**src/core/tic_pkg.sv**
```systemverilog
// Package: constants, types and helpers of the timer input-capture block
`default_nettype none

package tic_pkg;

  // ==========================================================================
  // Geometry
  // ==========================================================================
  localparam int NUM_CHAN   = 4;        // Channels one to four
  localparam int ADDR_W     = 8;        // Byte address width of the port
  localparam int DATA_W     = 32;       // Register port data width
  localparam int MODE_W     = 16;       // Width of a mode register
  localparam int CAPT_W     = 16;       // Width of a captured counter value

  // ==========================================================================
  // Register byte offsets
  // ==========================================================================
  localparam logic [7:0] OFS_MODE_A = 8'h18;  // Mode register, channels 1-2
  localparam logic [7:0] OFS_MODE_B = 8'h1C;  // Mode register, channels 3-4
  localparam logic [7:0] OFS_ENABLE = 8'h20;  // Per-channel capture enables
  localparam logic [7:0] OFS_FLAGS  = 8'h24;  // Capture and overrun flags
  localparam logic [7:0] OFS_CAPT0  = 8'h28;  // First captured value
  localparam logic [7:0] CAPT_STEP  = 8'h04;  // Spacing of captured values

  // ==========================================================================
  // Reset values
  // ==========================================================================
  localparam logic [15:0] MODE_A_RESET = 16'h0000;
  localparam logic [15:0] MODE_B_RESET = 16'h0000;
  localparam logic [3:0]  ENABLE_RESET = 4'h0;

  // ==========================================================================
  // Field positions inside a mode register and the flag register
  // ==========================================================================
  localparam int CH_SPAN  = 8;   // Upper channel sits this many bits higher
  localparam int DIR_LSB  = 0;   // Direction select, two bits
  localparam int PRE_LSB  = 2;   // Capture prescaler, two bits
  localparam int FLT_LSB  = 4;   // Input filter, four bits
  localparam int OVR_LSB  = 4;   // Overrun flags in the flag register

  // ==========================================================================
  // Types
  // ==========================================================================
  // Direction select encodings
  typedef enum logic [1:0] {
    DIR_OUTPUT  = 2'b00,
    DIR_OWN_PIN = 2'b01,
    DIR_PARTNER = 2'b10,
    DIR_TRIGGER = 2'b11
  } tic_dir_t;

  // Register port request
  typedef struct packed {
    logic [ADDR_W-1:0] addr;
    logic [DATA_W-1:0] wdata;
    logic              wr;
    logic              rd;
  } tic_bus_req_t;

  // Decoded filter setting: divisor minus one and sample count
  typedef struct packed {
    logic [4:0] div_m1;
    logic [3:0] samples;
  } tic_filt_cfg_t;

  // ==========================================================================
  // Helpers
  // ==========================================================================
  // Filter code to divisor and sample count
  function automatic tic_filt_cfg_t tic_filter_decode(input logic [3:0] code);
    tic_filt_cfg_t c;
    c = '{div_m1: 5'h00, samples: 4'h1};
    case (code)
      4'h0: c = '{div_m1: 5'h00, samples: 4'h1};
      4'h1: c = '{div_m1: 5'h00, samples: 4'h2};
      4'h2: c = '{div_m1: 5'h00, samples: 4'h4};
      4'h3: c = '{div_m1: 5'h00, samples: 4'h8};
      4'h4: c = '{div_m1: 5'h01, samples: 4'h6};
      4'h5: c = '{div_m1: 5'h01, samples: 4'h8};
      4'h6: c = '{div_m1: 5'h03, samples: 4'h6};
      4'h7: c = '{div_m1: 5'h03, samples: 4'h8};
      4'h8: c = '{div_m1: 5'h07, samples: 4'h6};
      4'h9: c = '{div_m1: 5'h07, samples: 4'h8};
      4'hA: c = '{div_m1: 5'h0F, samples: 4'h5};
      4'hB: c = '{div_m1: 5'h0F, samples: 4'h6};
      4'hC: c = '{div_m1: 5'h0F, samples: 4'h8};
      4'hD: c = '{div_m1: 5'h1F, samples: 4'h5};
      4'hE: c = '{div_m1: 5'h1F, samples: 4'h6};
      4'hF: c = '{div_m1: 5'h1F, samples: 4'h8};
      default: c = '{div_m1: 5'h00, samples: 4'h1};
    endcase
    return c;
  endfunction

  // Prescaler code to the last event count before a capture
  function automatic logic [2:0] tic_pre_last(input logic [1:0] pre);
    logic [2:0] r;
    r = 3'h0;
    case (pre)
      2'h0:    r = 3'h0;
      2'h1:    r = 3'h1;
      2'h2:    r = 3'h3;
      2'h3:    r = 3'h7;
      default: r = 3'h0;
    endcase
    return r;
  endfunction

endpackage : tic_pkg

`default_nettype wire

```
**src/core/tic_capture_config.sv**
```systemverilog
// Input-capture configuration, filtering, prescaling and capture, 4 channels
`default_nettype none

module tic_capture_config #(
  parameter int  CAPT_BITS       = 16,   // Width of the captured counter
  parameter bit  CH2_PRINTED_MAP = 1'b1  // Channel two: code 01 takes pin one
) (
  // Clock and reset
  input  wire logic                       clk,
  input  wire logic                       arst_n,
  // Register port
  input  wire tic_pkg::tic_bus_req_t      bus_req,
  output logic [tic_pkg::DATA_W-1:0]      rd_data,
  // Capture sources
  input  wire logic [tic_pkg::NUM_CHAN-1:0] timer_input_pin,
  input  wire logic                       internal_trigger_source,
  input  wire logic [CAPT_BITS-1:0]       counter_value,
  // Results
  output logic [tic_pkg::NUM_CHAN-1:0]    capture_event,
  output logic [tic_pkg::NUM_CHAN-1:0]    filtered_input
);

  localparam int NC = tic_pkg::NUM_CHAN;

  // ==========================================================================
  // State
  // ==========================================================================
  typedef struct packed {
    logic [15:0]                 mode_a;    // Channels one and two
    logic [15:0]                 mode_b;    // Channels three and four
    logic [NC-1:0]               enable;    // Capture enables
    logic [NC-1:0]               cap_flag;  // Capture happened
    logic [NC-1:0]               ovr_flag;  // Capture while flag still set
    logic [NC-1:0][CAPT_BITS-1:0] capture;  // Latched counter values
    logic [NC-1:0][2:0]          pre_cnt;   // Events since last capture
    logic [NC-1:0]               cap_pulse; // Capture strobe out
    logic [31:0]                 rd_data;   // Read data, one cycle late
  } tic_state_t;

  tic_state_t state;       // Registered state
  tic_state_t next_state;  // Next value

  // ==========================================================================
  // Per-channel field decode, source select and filter
  // ==========================================================================
  logic [NC-1:0][1:0] chan_dir;   // Direction select per channel
  logic [NC-1:0][1:0] chan_pre;   // Prescaler per channel
  logic [NC-1:0][3:0] chan_flt;   // Filter code per channel
  logic [NC-1:0]      chan_src;   // Selected raw source
  logic [NC-1:0]      chan_idle;  // Channel disabled or output
  logic [NC-1:0]      chan_rise;  // Filtered rising edge

  genvar gi;
  generate
    for (gi = 0; gi < NC; gi++) begin : g_chan
      // Channels pair up: 0 with 1 in mode A, 2 with 3 in mode B
      localparam int SH   = (gi % 2) * tic_pkg::CH_SPAN;
      localparam int PART = gi ^ 1;
      logic [15:0] word;  // Mode register of this channel

      assign word = (gi < 2) ? state.mode_a : state.mode_b;
      // Field positions shared by both halves of each register
      assign chan_dir[gi] = word[SH+tic_pkg::DIR_LSB +: 2];
      assign chan_pre[gi] = word[SH+tic_pkg::PRE_LSB +: 2];
      assign chan_flt[gi] = word[SH+tic_pkg::FLT_LSB +: 4];

      // Source select; output mode parks the channel
      always_comb begin
        case (tic_pkg::tic_dir_t'(chan_dir[gi]))
          tic_pkg::DIR_OUTPUT:  chan_src[gi] = 1'b0;
          tic_pkg::DIR_OWN_PIN: begin
            // Swapped channel-two map puts pin one on code 01
            if (gi == 1 && CH2_PRINTED_MAP) begin
              chan_src[gi] = timer_input_pin[PART];
            end else begin
              chan_src[gi] = timer_input_pin[gi];
            end
          end
          tic_pkg::DIR_PARTNER: begin
            if (gi == 1 && CH2_PRINTED_MAP) begin
              chan_src[gi] = timer_input_pin[gi];
            end else begin
              chan_src[gi] = timer_input_pin[PART];
            end
          end
          tic_pkg::DIR_TRIGGER: chan_src[gi] = internal_trigger_source;
          default:              chan_src[gi] = 1'b0;
        endcase
      end

      // Idle channels neither filter history nor count events
      assign chan_idle[gi] = ~state.enable[gi] |
                             (chan_dir[gi] == tic_pkg::DIR_OUTPUT);

      tic_input_filter u_filter (
        .clk         (clk),
        .arst_n      (arst_n),
        .filter_code (chan_flt[gi]),
        .hold_clear  (chan_idle[gi]),
        .raw_in      (chan_src[gi]),
        .level       (filtered_input[gi]),
        .rise        (chan_rise[gi])
      );
    end
  endgenerate

  // ==========================================================================
  // Mode register write with direction lock
  // ==========================================================================
  // Direction bits of an enabled channel keep their old value
  function automatic logic [15:0] mode_write(input logic [15:0] old_val,
                                             input logic [15:0] new_val,
                                             input logic [1:0]  en_pair);
    logic [15:0] res;
    res = new_val;
    if (en_pair[0]) begin
      res[tic_pkg::DIR_LSB +: 2] = old_val[tic_pkg::DIR_LSB +: 2];
    end
    if (en_pair[1]) begin
      res[tic_pkg::CH_SPAN+tic_pkg::DIR_LSB +: 2] =
        old_val[tic_pkg::CH_SPAN+tic_pkg::DIR_LSB +: 2];
    end
    return res;
  endfunction

  // ==========================================================================
  // Next state: bus, prescaler, capture
  // ==========================================================================
  // Hardware sets are applied after software clears, so set wins
  always_comb begin
    next_state           = state;
    next_state.cap_pulse = '0;
    next_state.rd_data   = '0;

    // Register writes
    if (bus_req.wr) begin
      case (bus_req.addr)
        tic_pkg::OFS_MODE_A: begin
          next_state.mode_a = mode_write(state.mode_a, bus_req.wdata[15:0],
                                         state.enable[1:0]);
        end
        tic_pkg::OFS_MODE_B: begin
          next_state.mode_b = mode_write(state.mode_b, bus_req.wdata[15:0],
                                         state.enable[3:2]);
        end
        tic_pkg::OFS_ENABLE: begin
          next_state.enable = bus_req.wdata[NC-1:0];
        end
        tic_pkg::OFS_FLAGS: begin
          // Write one to clear either flag
          next_state.cap_flag = state.cap_flag & ~bus_req.wdata[NC-1:0];
          next_state.ovr_flag = state.ovr_flag &
                                ~bus_req.wdata[tic_pkg::OVR_LSB +: NC];
        end
        default: begin
          // Unmapped or read-only: ignored
        end
      endcase
    end

    // Event counting and capture per channel
    for (int i = 0; i < NC; i++) begin
      if (chan_idle[i]) begin
        // Disabled or output: restart prescaling
        next_state.pre_cnt[i] = 3'h0;
      end else if (chan_rise[i]) begin
        if (state.pre_cnt[i] == tic_pkg::tic_pre_last(chan_pre[i])) begin
          // Prescale count reached: latch the counter
          next_state.pre_cnt[i]   = 3'h0;
          next_state.capture[i]   = counter_value;
          next_state.cap_pulse[i] = 1'b1;
          next_state.cap_flag[i]  = 1'b1;
          if (state.cap_flag[i]) begin
            next_state.ovr_flag[i] = 1'b1;
          end
        end else begin
          next_state.pre_cnt[i] = state.pre_cnt[i] + 3'h1;
        end
      end
    end

    // Register reads, data valid in the following cycle
    if (bus_req.rd) begin
      case (bus_req.addr)
        tic_pkg::OFS_MODE_A: next_state.rd_data = {16'h0000, state.mode_a};
        tic_pkg::OFS_MODE_B: next_state.rd_data = {16'h0000, state.mode_b};
        tic_pkg::OFS_ENABLE: next_state.rd_data = {28'h0000000, state.enable};
        tic_pkg::OFS_FLAGS: begin
          next_state.rd_data = {24'h000000, state.ovr_flag, state.cap_flag};
        end
        default: begin
          // Captured values; anything else reads zero
          for (int i = 0; i < NC; i++) begin
            if (bus_req.addr == tic_pkg::OFS_CAPT0 +
                8'(i * int'(tic_pkg::CAPT_STEP))) begin
              next_state.rd_data = 32'(state.capture[i]);
            end
          end
        end
      endcase
    end
  end

  // ==========================================================================
  // Registers
  // ==========================================================================
  // All state except the channel filters in one flop bank
  always_ff @(posedge clk or negedge arst_n) begin
    if (!arst_n) begin
      state        <= '0;
      state.mode_a <= tic_pkg::MODE_A_RESET;
      state.mode_b <= tic_pkg::MODE_B_RESET;
      state.enable <= tic_pkg::ENABLE_RESET;
    end else begin
      state <= next_state;
    end
  end

  // Outputs straight from flops
  assign rd_data       = state.rd_data;
  assign capture_event = state.cap_pulse;

endmodule : tic_capture_config

`default_nettype wire

```
**src/core/tic_input_filter.sv**
```systemverilog
// Digital input filter and rising-edge detector for one capture channel
`default_nettype none

module tic_input_filter (
  // Clock and reset
  input  wire logic       clk,
  input  wire logic       arst_n,
  // Configuration
  input  wire logic [3:0] filter_code,  // Filter setting of the channel
  input  wire logic       hold_clear,   // Channel idle: track input, no edge
  // Input and results
  input  wire logic       raw_in,       // Selected channel source
  output logic            level,        // Filtered level
  output logic            rise          // One-cycle pulse on filtered rise
);

  // ==========================================================================
  // State
  // ==========================================================================
  typedef struct packed {
    logic [4:0] div_cnt;    // Sampling divider
    logic [3:0] match_cnt;  // Consecutive differing samples
    logic       level;      // Accepted level
    logic       rise;       // Edge pulse
  } tic_filt_state_t;

  tic_filt_state_t       state;       // Registered state
  tic_filt_state_t       next_state;  // Next value
  tic_pkg::tic_filt_cfg_t cfg;        // Decoded filter setting

  // ==========================================================================
  // Next state
  // ==========================================================================
  // Sample on the divided tick, accept after N agreeing samples
  always_comb begin
    cfg             = tic_pkg::tic_filter_decode(filter_code);
    next_state      = state;
    next_state.rise = 1'b0;
    if (hold_clear) begin
      // Track the source so enabling never yields a stale edge
      next_state.div_cnt   = 5'h00;
      next_state.match_cnt = 4'h0;
      next_state.level     = raw_in;
    end else if (filter_code == 4'h0) begin
      // No filtering, one sample per clock
      next_state.level = raw_in;
      next_state.rise  = raw_in & ~state.level;
    end else if (state.div_cnt == cfg.div_m1) begin
      // Sampling tick at clock over divisor
      next_state.div_cnt = 5'h00;
      if (raw_in != state.level) begin
        if (state.match_cnt + 4'h1 == cfg.samples) begin
          // Enough agreeing samples: accept the new level
          next_state.level     = raw_in;
          next_state.rise      = raw_in;
          next_state.match_cnt = 4'h0;
        end else begin
          next_state.match_cnt = state.match_cnt + 4'h1;
        end
      end else begin
        // A sample equal to the old level breaks the run
        next_state.match_cnt = 4'h0;
      end
    end else begin
      next_state.div_cnt = state.div_cnt + 5'h01;
    end
  end

  // ==========================================================================
  // Registers
  // ==========================================================================
  // State flip-flops
  always_ff @(posedge clk or negedge arst_n) begin
    if (!arst_n) begin
      state <= '0;
    end else begin
      state <= next_state;
    end
  end

  assign level = state.level;
  assign rise  = state.rise;

endmodule : tic_input_filter

`default_nettype wire

```
**config.mk**
```make
export PLATFORM = sky130hd
export DESIGN_NAME = tic_capture_config
export DESIGN_NICKNAME = d
export VERILOG_FILES = /design/src/core/tic_pkg.sv /design/src/core/tic_capture_config.sv /design/src/core/tic_input_filter.sv
export SDC_FILE = /design/constraint.sdc
export NUM_CORES = 1
export LEC_CHECK = 0
export ABC_AREA = 1
export BUFFER_PORTS_ARGS = -buffer_cell sky130_fd_sc_hd__buf_2
export CORE_ASPECT_RATIO = 1.2
export CORE_UTILIZATION = 47
export CTS_BUF_LIST = sky130_fd_sc_hd__clkbuf_4
export DETAILED_ROUTE_END_ITERATION = 8
export PLACE_DENSITY = 0.66
export SETUP_SLACK_MARGIN = 0.4
export SLEW_MARGIN = 10
export SYNTH_ARGS = -nofsm -noshare
export SYNTH_HDL_FRONTEND = slang
export SYNTH_SLANG_ARGS = --single-unit
```
**constraint.sdc**
```tcl
create_clock -name clk -period 3.3 [get_ports clk]
set_input_delay 0.66 -clock clk [delete_from_list [all_inputs] [get_ports clk]]
set_output_delay 0.66 -clock clk [all_outputs]
set_load 0.05 [all_outputs]
```
# [Word-level counts from Yosys, hierarchy flattened]
# Memories as Yosys holds them, arrays and structs flattened.
# Index checks and enable logic that the tools add are counted.
[word_totals] ff_bits=200 rom_bits=576 in_bits=65 output_inout_bits=40 elab_cells=294 n_memories=4
[op_classes] add_sub_neg=12 eq_ne=52 muxes=116 bitwise_logic=24 n_reduce_logical=51
[mem_list] name="(name not given)" depth=16 word_bits=9 read_ports=1 rd_ports_with_merged_regs=0 wr=0 line_no="tic_pkg.sv:73" text="case (code)"
[mem_list] name="(name not given)" depth=16 word_bits=9 read_ports=1 rd_ports_with_merged_regs=0 wr=0 line_no="tic_pkg.sv:73"
[mem_list] name="(name not given)" depth=16 word_bits=9 read_ports=1 rd_ports_with_merged_regs=0 wr=0 line_no="tic_pkg.sv:73"
[mem_list] name="(name not given)" depth=16 word_bits=9 read_ports=1 rd_ports_with_merged_regs=0 wr=0 line_no="tic_pkg.sv:73"
[ops] op="2-to-1 mux 32 bit" n=4
[ops] op="one-hot mux 32 bit (4 select lines)" n=1
[ops] op="2-to-1 mux 3 bit" n=20
[ops] op="== test 8 x 6 -> 1 bit (second input constant)" n=6
[ops] op="one-hot mux 3 bit (4 select lines)" n=4
[ops] op="2-to-1 mux 1 bit" n=44
[ops] op="2-to-1 mux 10 bit" n=4
[ops] op="2-to-1 mux 9 bit" n=4
[ops] op="AND reduction 3 bit" n=12
[ops] op="nonzero test 3 bit" n=12
[ops] op="== test 2 bit (second input constant)" n=16
[ops] op="2-to-1 mux 4 bit" n=8
[ops] op="2-to-1 mux 2 bit" n=12
[ops] op="2-to-1 mux 6 bit" n=4
[ops] op="adder 5 x 1 -> 5 bit (second input constant)" n=4
[ops] op="== test 5 bit" n=4
[ops] op="2-to-1 mux 5 bit" n=4
[ops] op="adder 4 x 1 -> 4 bit (second input constant)" n=4
[ops] op="== test 2 x 1 -> 1 bit (second input constant)" n=8
[ops] op="== test 4 bit" n=4
[ops] op="== test 8 x 5 -> 1 bit (second input constant)" n=2
[ops] op="zero test 2 bit" n=8
[ops] op="zero test 4 bit" n=4
[ops] op="2-to-1 mux 16 bit" n=1
[ops] op="13 further kinds" n=61

# [Longest topological paths before layout]
[logic_depth] depth_word=8 depth_mapped=15 mapped_depth_nobuf=15

# [Cells and area by module]
# A second synthesis with hierarchy kept.
[unflattened] hier_cells=1535 hier_area_um2=11215.8
[by_module_without_submodules] mod="tic_capture_config" n_inst=1 cells_each=875 area_each_um2=7039.3 seq_area_each_um2=3503.4
[by_module_without_submodules] mod="tic_input_filter (g_chan[0].u_filter ...)" n_inst=3 cells_each=165 area_each_um2=1042.2 seq_area_each_um2=275.3
[by_module_without_submodules] mod="tic_input_filter (g_chan[3].u_filter)" n_inst=1 cells_each=165 area_each_um2=1049.8 seq_area_each_um2=275.3

# [Worst setup path before layout]
# OpenSTA, ideal clock, no wires.
[synth_path] path_type="input -> register" start="in internal_trigger_source" end="reg g_chan[0].u_filter.state (netlist bit g_chan[0].u_filter.level)" setup_time_ps=113 t_arrival_ps=1687 required_time_ps=3187 setup_slack_ps=1500 stages=11 path_buffers=0 path_cell_list="a21oi_1 > o21ai_0 > nand2_1 > inv_1 > ha_1 > nor2_4 > nand3_1 > nand2_1 > nand2_1 > nand2_1 > inv_1"
[synth_via] elab_chain_cells=6 elab_cells_between_ends=9 classes_between="1 x eq/ne; 6 x mux; 2 x reduce/logical"
[synth_rtl] item="from (decl)" line_no="tic_capture_config.sv:16" text="input wire logic internal_trigger_source,"
[synth_rtl] item="one-hot mux 1 bit (4 select lines) (*)" line_no="tic_capture_config.sv:69" text="case (tic_pkg::tic_dir_t'(chan_dir[gi]))"
[synth_rtl] item="2-to-1 mux 2 bit" line_no="tic_input_filter.sv:52" text="if (state.match_cnt + 4'h1 == cfg.samples) begin"
[synth_rtl] item="2-to-1 mux 2 bit" line_no="tic_input_filter.sv:51" text="if (raw_in != state.level) begin"
[synth_rtl] item="2-to-1 mux 6 bit" line_no="tic_input_filter.sv:48" text="end else if (state.div_cnt == cfg.div_m1) begin"
[synth_rtl] item="2-to-1 mux 2 bit" line_no="tic_input_filter.sv:44" text="end else if (filter_code == 4'h0) begin"
[synth_rtl] item="2-to-1 mux 10 bit" line_no="tic_input_filter.sv:39" text="if (hold_clear) begin"
[synth_rtl] item="to (signal assigned)" line_no="tic_input_filter.sv:77" text="state <= next_state;"
[synth_rtl] item="to (decl)" line_no="tic_input_filter.sv:27" text="tic_filt_state_t state;"
# Every way passes the cells marked *; elsewhere a longest branch is shown, timed or not. The select of a mux whose other input is x is not followed.
# A chain may end at the register's enable or synchronous reset.

# [Final worst setup path]
[layout_path] start="reg state (netlist bit g_chan[2].word[0])" end="reg state[88] (netlist name)"
[layout_via] elab_chain_cells=4
[layout_rtl] item="from (decl)" line_no="tic_capture_config.sv:40" text="tic_state_t state;"
[layout_rtl] item="from (signal assigned)" line_no="tic_capture_config.sv:215" text="state <= next_state;"
[layout_rtl] item="zero test 2 bit" line_no="tic_capture_config.sv:93" text="(chan_dir[gi] == tic_pkg::DIR_OUTPUT);"
[layout_rtl] item="OR 1 bit" line_no="tic_capture_config.sv:92" text="assign chan_idle[gi] = ~state.enable[gi] |"
[layout_rtl] item="NOT 1 bit (no source line)"
[layout_rtl] item="AND reduction 3 bit (no source line)"
# Every way passes these cells.

==> reports/qor.csv <==
stage,metric,value,unit
outcome,status,finished clean,
layout,area_delta_synth_final,5.94,%
timing,rsz0062_at_grt,no,
grt,grt_util_all_layers,22.9,%
clock_tree,cts.repair.resized,0,
clock_tree,clockBufferDepth,2,
place,hpwlAfterDp,18.7,mm
setup_path,arrival,2630,ps
route,first_pass_iters,7,
setup_path,critPathSlowestCell,nand3_2,
timing,setup_ws,1200,ps
clock_tree,cts_hold_buf,0,
clock_tree,cts_htree_levels,4,
place,place_ws,707,ps
floorplan,dieWidth,141,µm
grt,grt.overflow.total,0,
clock_tree,cts_tree,done,
layout,fill_cells,2244,
clock_tree,clkSlewWorstSetupHoldPaths,200,ps
floorplan,ioPinCount,105,
route,drt_wl_total,25.8,mm
yosys,synth_seq_cells,184,
power_and_ir_drop,leakagePower,5.79,nW
grt,grt_pass1_vias,8724,
min_path,min_path_type,in2async,
route,ant_nets,0,
clock_tree,cts_buffers,17,
grt,antenna_found_initial,2,
place,numPortBuffers,72,
clock_tree,postCtsSetupBuffers,0,
timing,post-route-period-util,63.8,%
setup_path,path_class,reg2reg,
yosys,ys.warnings.count,0,
floorplan,core_area,22600,µm²
timing,maxClockFrequency,475,MHz
grt,grt_max_degree,96,
place,place.gp.congestion,0.838,
floorplan,chipHeight,169,µm
grt,grt_pass1_wl,42.9,mm
power_and_ir_drop,power.density,370,nW/µm²
timing,worst_pin_slew,813,ps
yosys,ys_seq_area_share,42.3,%
setup_path,crit_path_max_fanout,35,
setup_path,required,3820,ps
timing,setup_tns,0,ps
setup_path,cp-start-kind,flip-flop,
run,drv_cap,0,
floorplan,fp.dieArea,23800,µm²
timing,drv_slew,0,
timing,fin_skew,30.3,ps
route,drt-initial-drc-count,527,
layout,layout-drive-gt1-share,11.5,%
timing,finalHoldViolCount,0,
layout,fin_nets,1573,
floorplan,initial_utilization,48.2,%
setup_path,end_kind,flip-flop,
yosys,synthDistinctLibCells,43,
setup_path,cp_num_buf_inv,2,
yosys,synth_area_per_cell,7.61,µm²
layout,seq_area,4600,µm²
route,vias_per_cell,5.10,
timing,min_period,2100,ps
timing,setup_viol,0,
setup_path,critPathTopFamily,simple AND/OR/NAND/NOR gates,
power_and_ir_drop,peakVddDrop,0.192,mV
layout,final_util,51.0,%
route,vias,9139,
clock_tree,clock_latency,620,ps
route,wl_per_cell,14.4,µm
route,drc,0,
setup_path,critPathMaxStageDelay,610,ps
layout,multiInputGateArea,5150,µm²
yosys,syn_inst,1430,
clock_tree,clock_sinks,184,
clock_tree,cts-root-buf,clkbuf_4,
floorplan,std_cell_rows,60,
timing,slew_headroom,45.8,%
setup_path,crit_chain,"inv_1, a21oi_2, inv_2, nor2_4, nand3_2, o21ai_1",
yosys,synth_area,10900,µm²
## kinds of logic (layout without fill, tap and decap cells)
family | after synthesis | after routing | synth area share (%)
AO/OA/AOI/OAI | 261 | 261 | 13.3
XOR/XNOR | 22 | 22 | 1.77
adder cells (fa/ha/maj) | 40 | 40 | 4.60
buffers and inverters | 245 | 281 | 10.9
flip-flops | 184 | 184 | 42.3
other | 1 | 17 | 0.0344
AND/OR/NAND/NOR | 677 | 677 | 27.1
## final cells by class
cell class,count,area share [%]
Multi-Input combinational cell,1016,44.7
Sequential cell,184,39.9
Inverter,170,5.54
Timing Repair Buffer,79,3.76
Tap cell,310,3.36
Clock inverter,14,1.54
Clock buffer,18,1.17
Antenna cell,1,0.0217
## synth_stat cells (all sizes together)
master,n,area [µm²]
a31oi,1,6.26
nor3,10,76.3
a21oi,63,368
a32o,2,20.0
ha,40,500
conb,1,3.75
nand2,445,1710
xnor2,11,96.3
o22ai,19,119
o221ai,2,17.5
o2111ai,2,17.5
nor2,82,400
buf,70,528
xor2,11,96.3
nand4,14,87.6
o211ai,6,45.0
inv,169,634
or2,4,25.0
dfrtp,184,4600
clkinv,1,5.00
o21ai,163,831
o21bai,1,7.51
o31ai,2,15.0
nand3,122,656
clkbuf,5,18.8
## layout by cell type, fill, tap and decap left out, types with 18 or more instances in the layout
cell | synthesis | final
nand3_1 | 116 | 116
nor2_1 | 67 | 67
dfrtp_1 | 184 | 184
o21ai_0 | 116 | 116
o21ai_1 | 45 | 45
buf_2 | 14 | 71
nand2_1 | 436 | 436
o22ai_1 | 19 | 19
a21oi_1 | 57 | 57
inv_1 | 155 | 155
ha_1 | 40 | 40
clkbuf_4 | 0 | 18
## report_power, final
| part | switching, mW | leakage (nW) | internal [mW] |
|---|---|---|---|
| sequential | 0.0603 | 2.08 | 2.30 |
| combinational | 0.411 | 3.54 | 0.168 |
| clock | 0.962 | 0.166 | 0.371 |
## registers in the layout, summed over array words and instances (netlist names)
register,cells
g_chan.u_filter.level,4
g_chan.u_filter.state,36
g_chan.word,32
g_chan.u_filter.rise,4
capture_event,4
rd_data,16
state,88
## per-stage QoR
| stage | hold slack [ps] | cells | area [µm²] | total power, mW |
|---|---|---|---|---|
| floorplan | 364 | 1445 | 10900 | 2.82 |
| global placement | 466 | 1759 | 11200 | 2.97 |
| detailed placement | 473 | 1759 | 11200 | 2.98 |
| CTS | 85.9 | 1791 | 11500 | 4.30 |
| global route | 121 | 1792 | 11500 | 4.48 |
| finish | 38.3 | 1792 | 11500 | 4.27 |
## routing by layer
metal,part of all wire [%],track usage (%),vias up
met1,45,29.1,4270
met5,0.031,0,-
met2,49,40.2,201
met3,4.1,3.88,29
li1,-,-,4637
met4,1.7,6.29,2
## worst paths after layout
path                       depth (start not counted)                           to              start  slack, ps
max in group asynchronous                          2                    state[65]             arst_n       2380
min                                                1  g_chan[1].u_filter.state[8]             arst_n         40
max                                                6                    state[88]  g_chan[2].word[0]       1200
min in group clk                                   3           g_chan[0].word[13]        bus_req[15]        270
max reg2reg                                        6                    state[88]  g_chan[2].word[0]       1200
min reg2reg                                        2                    state[84]          state[84]        510
Power figures use the tool's default switching activity.
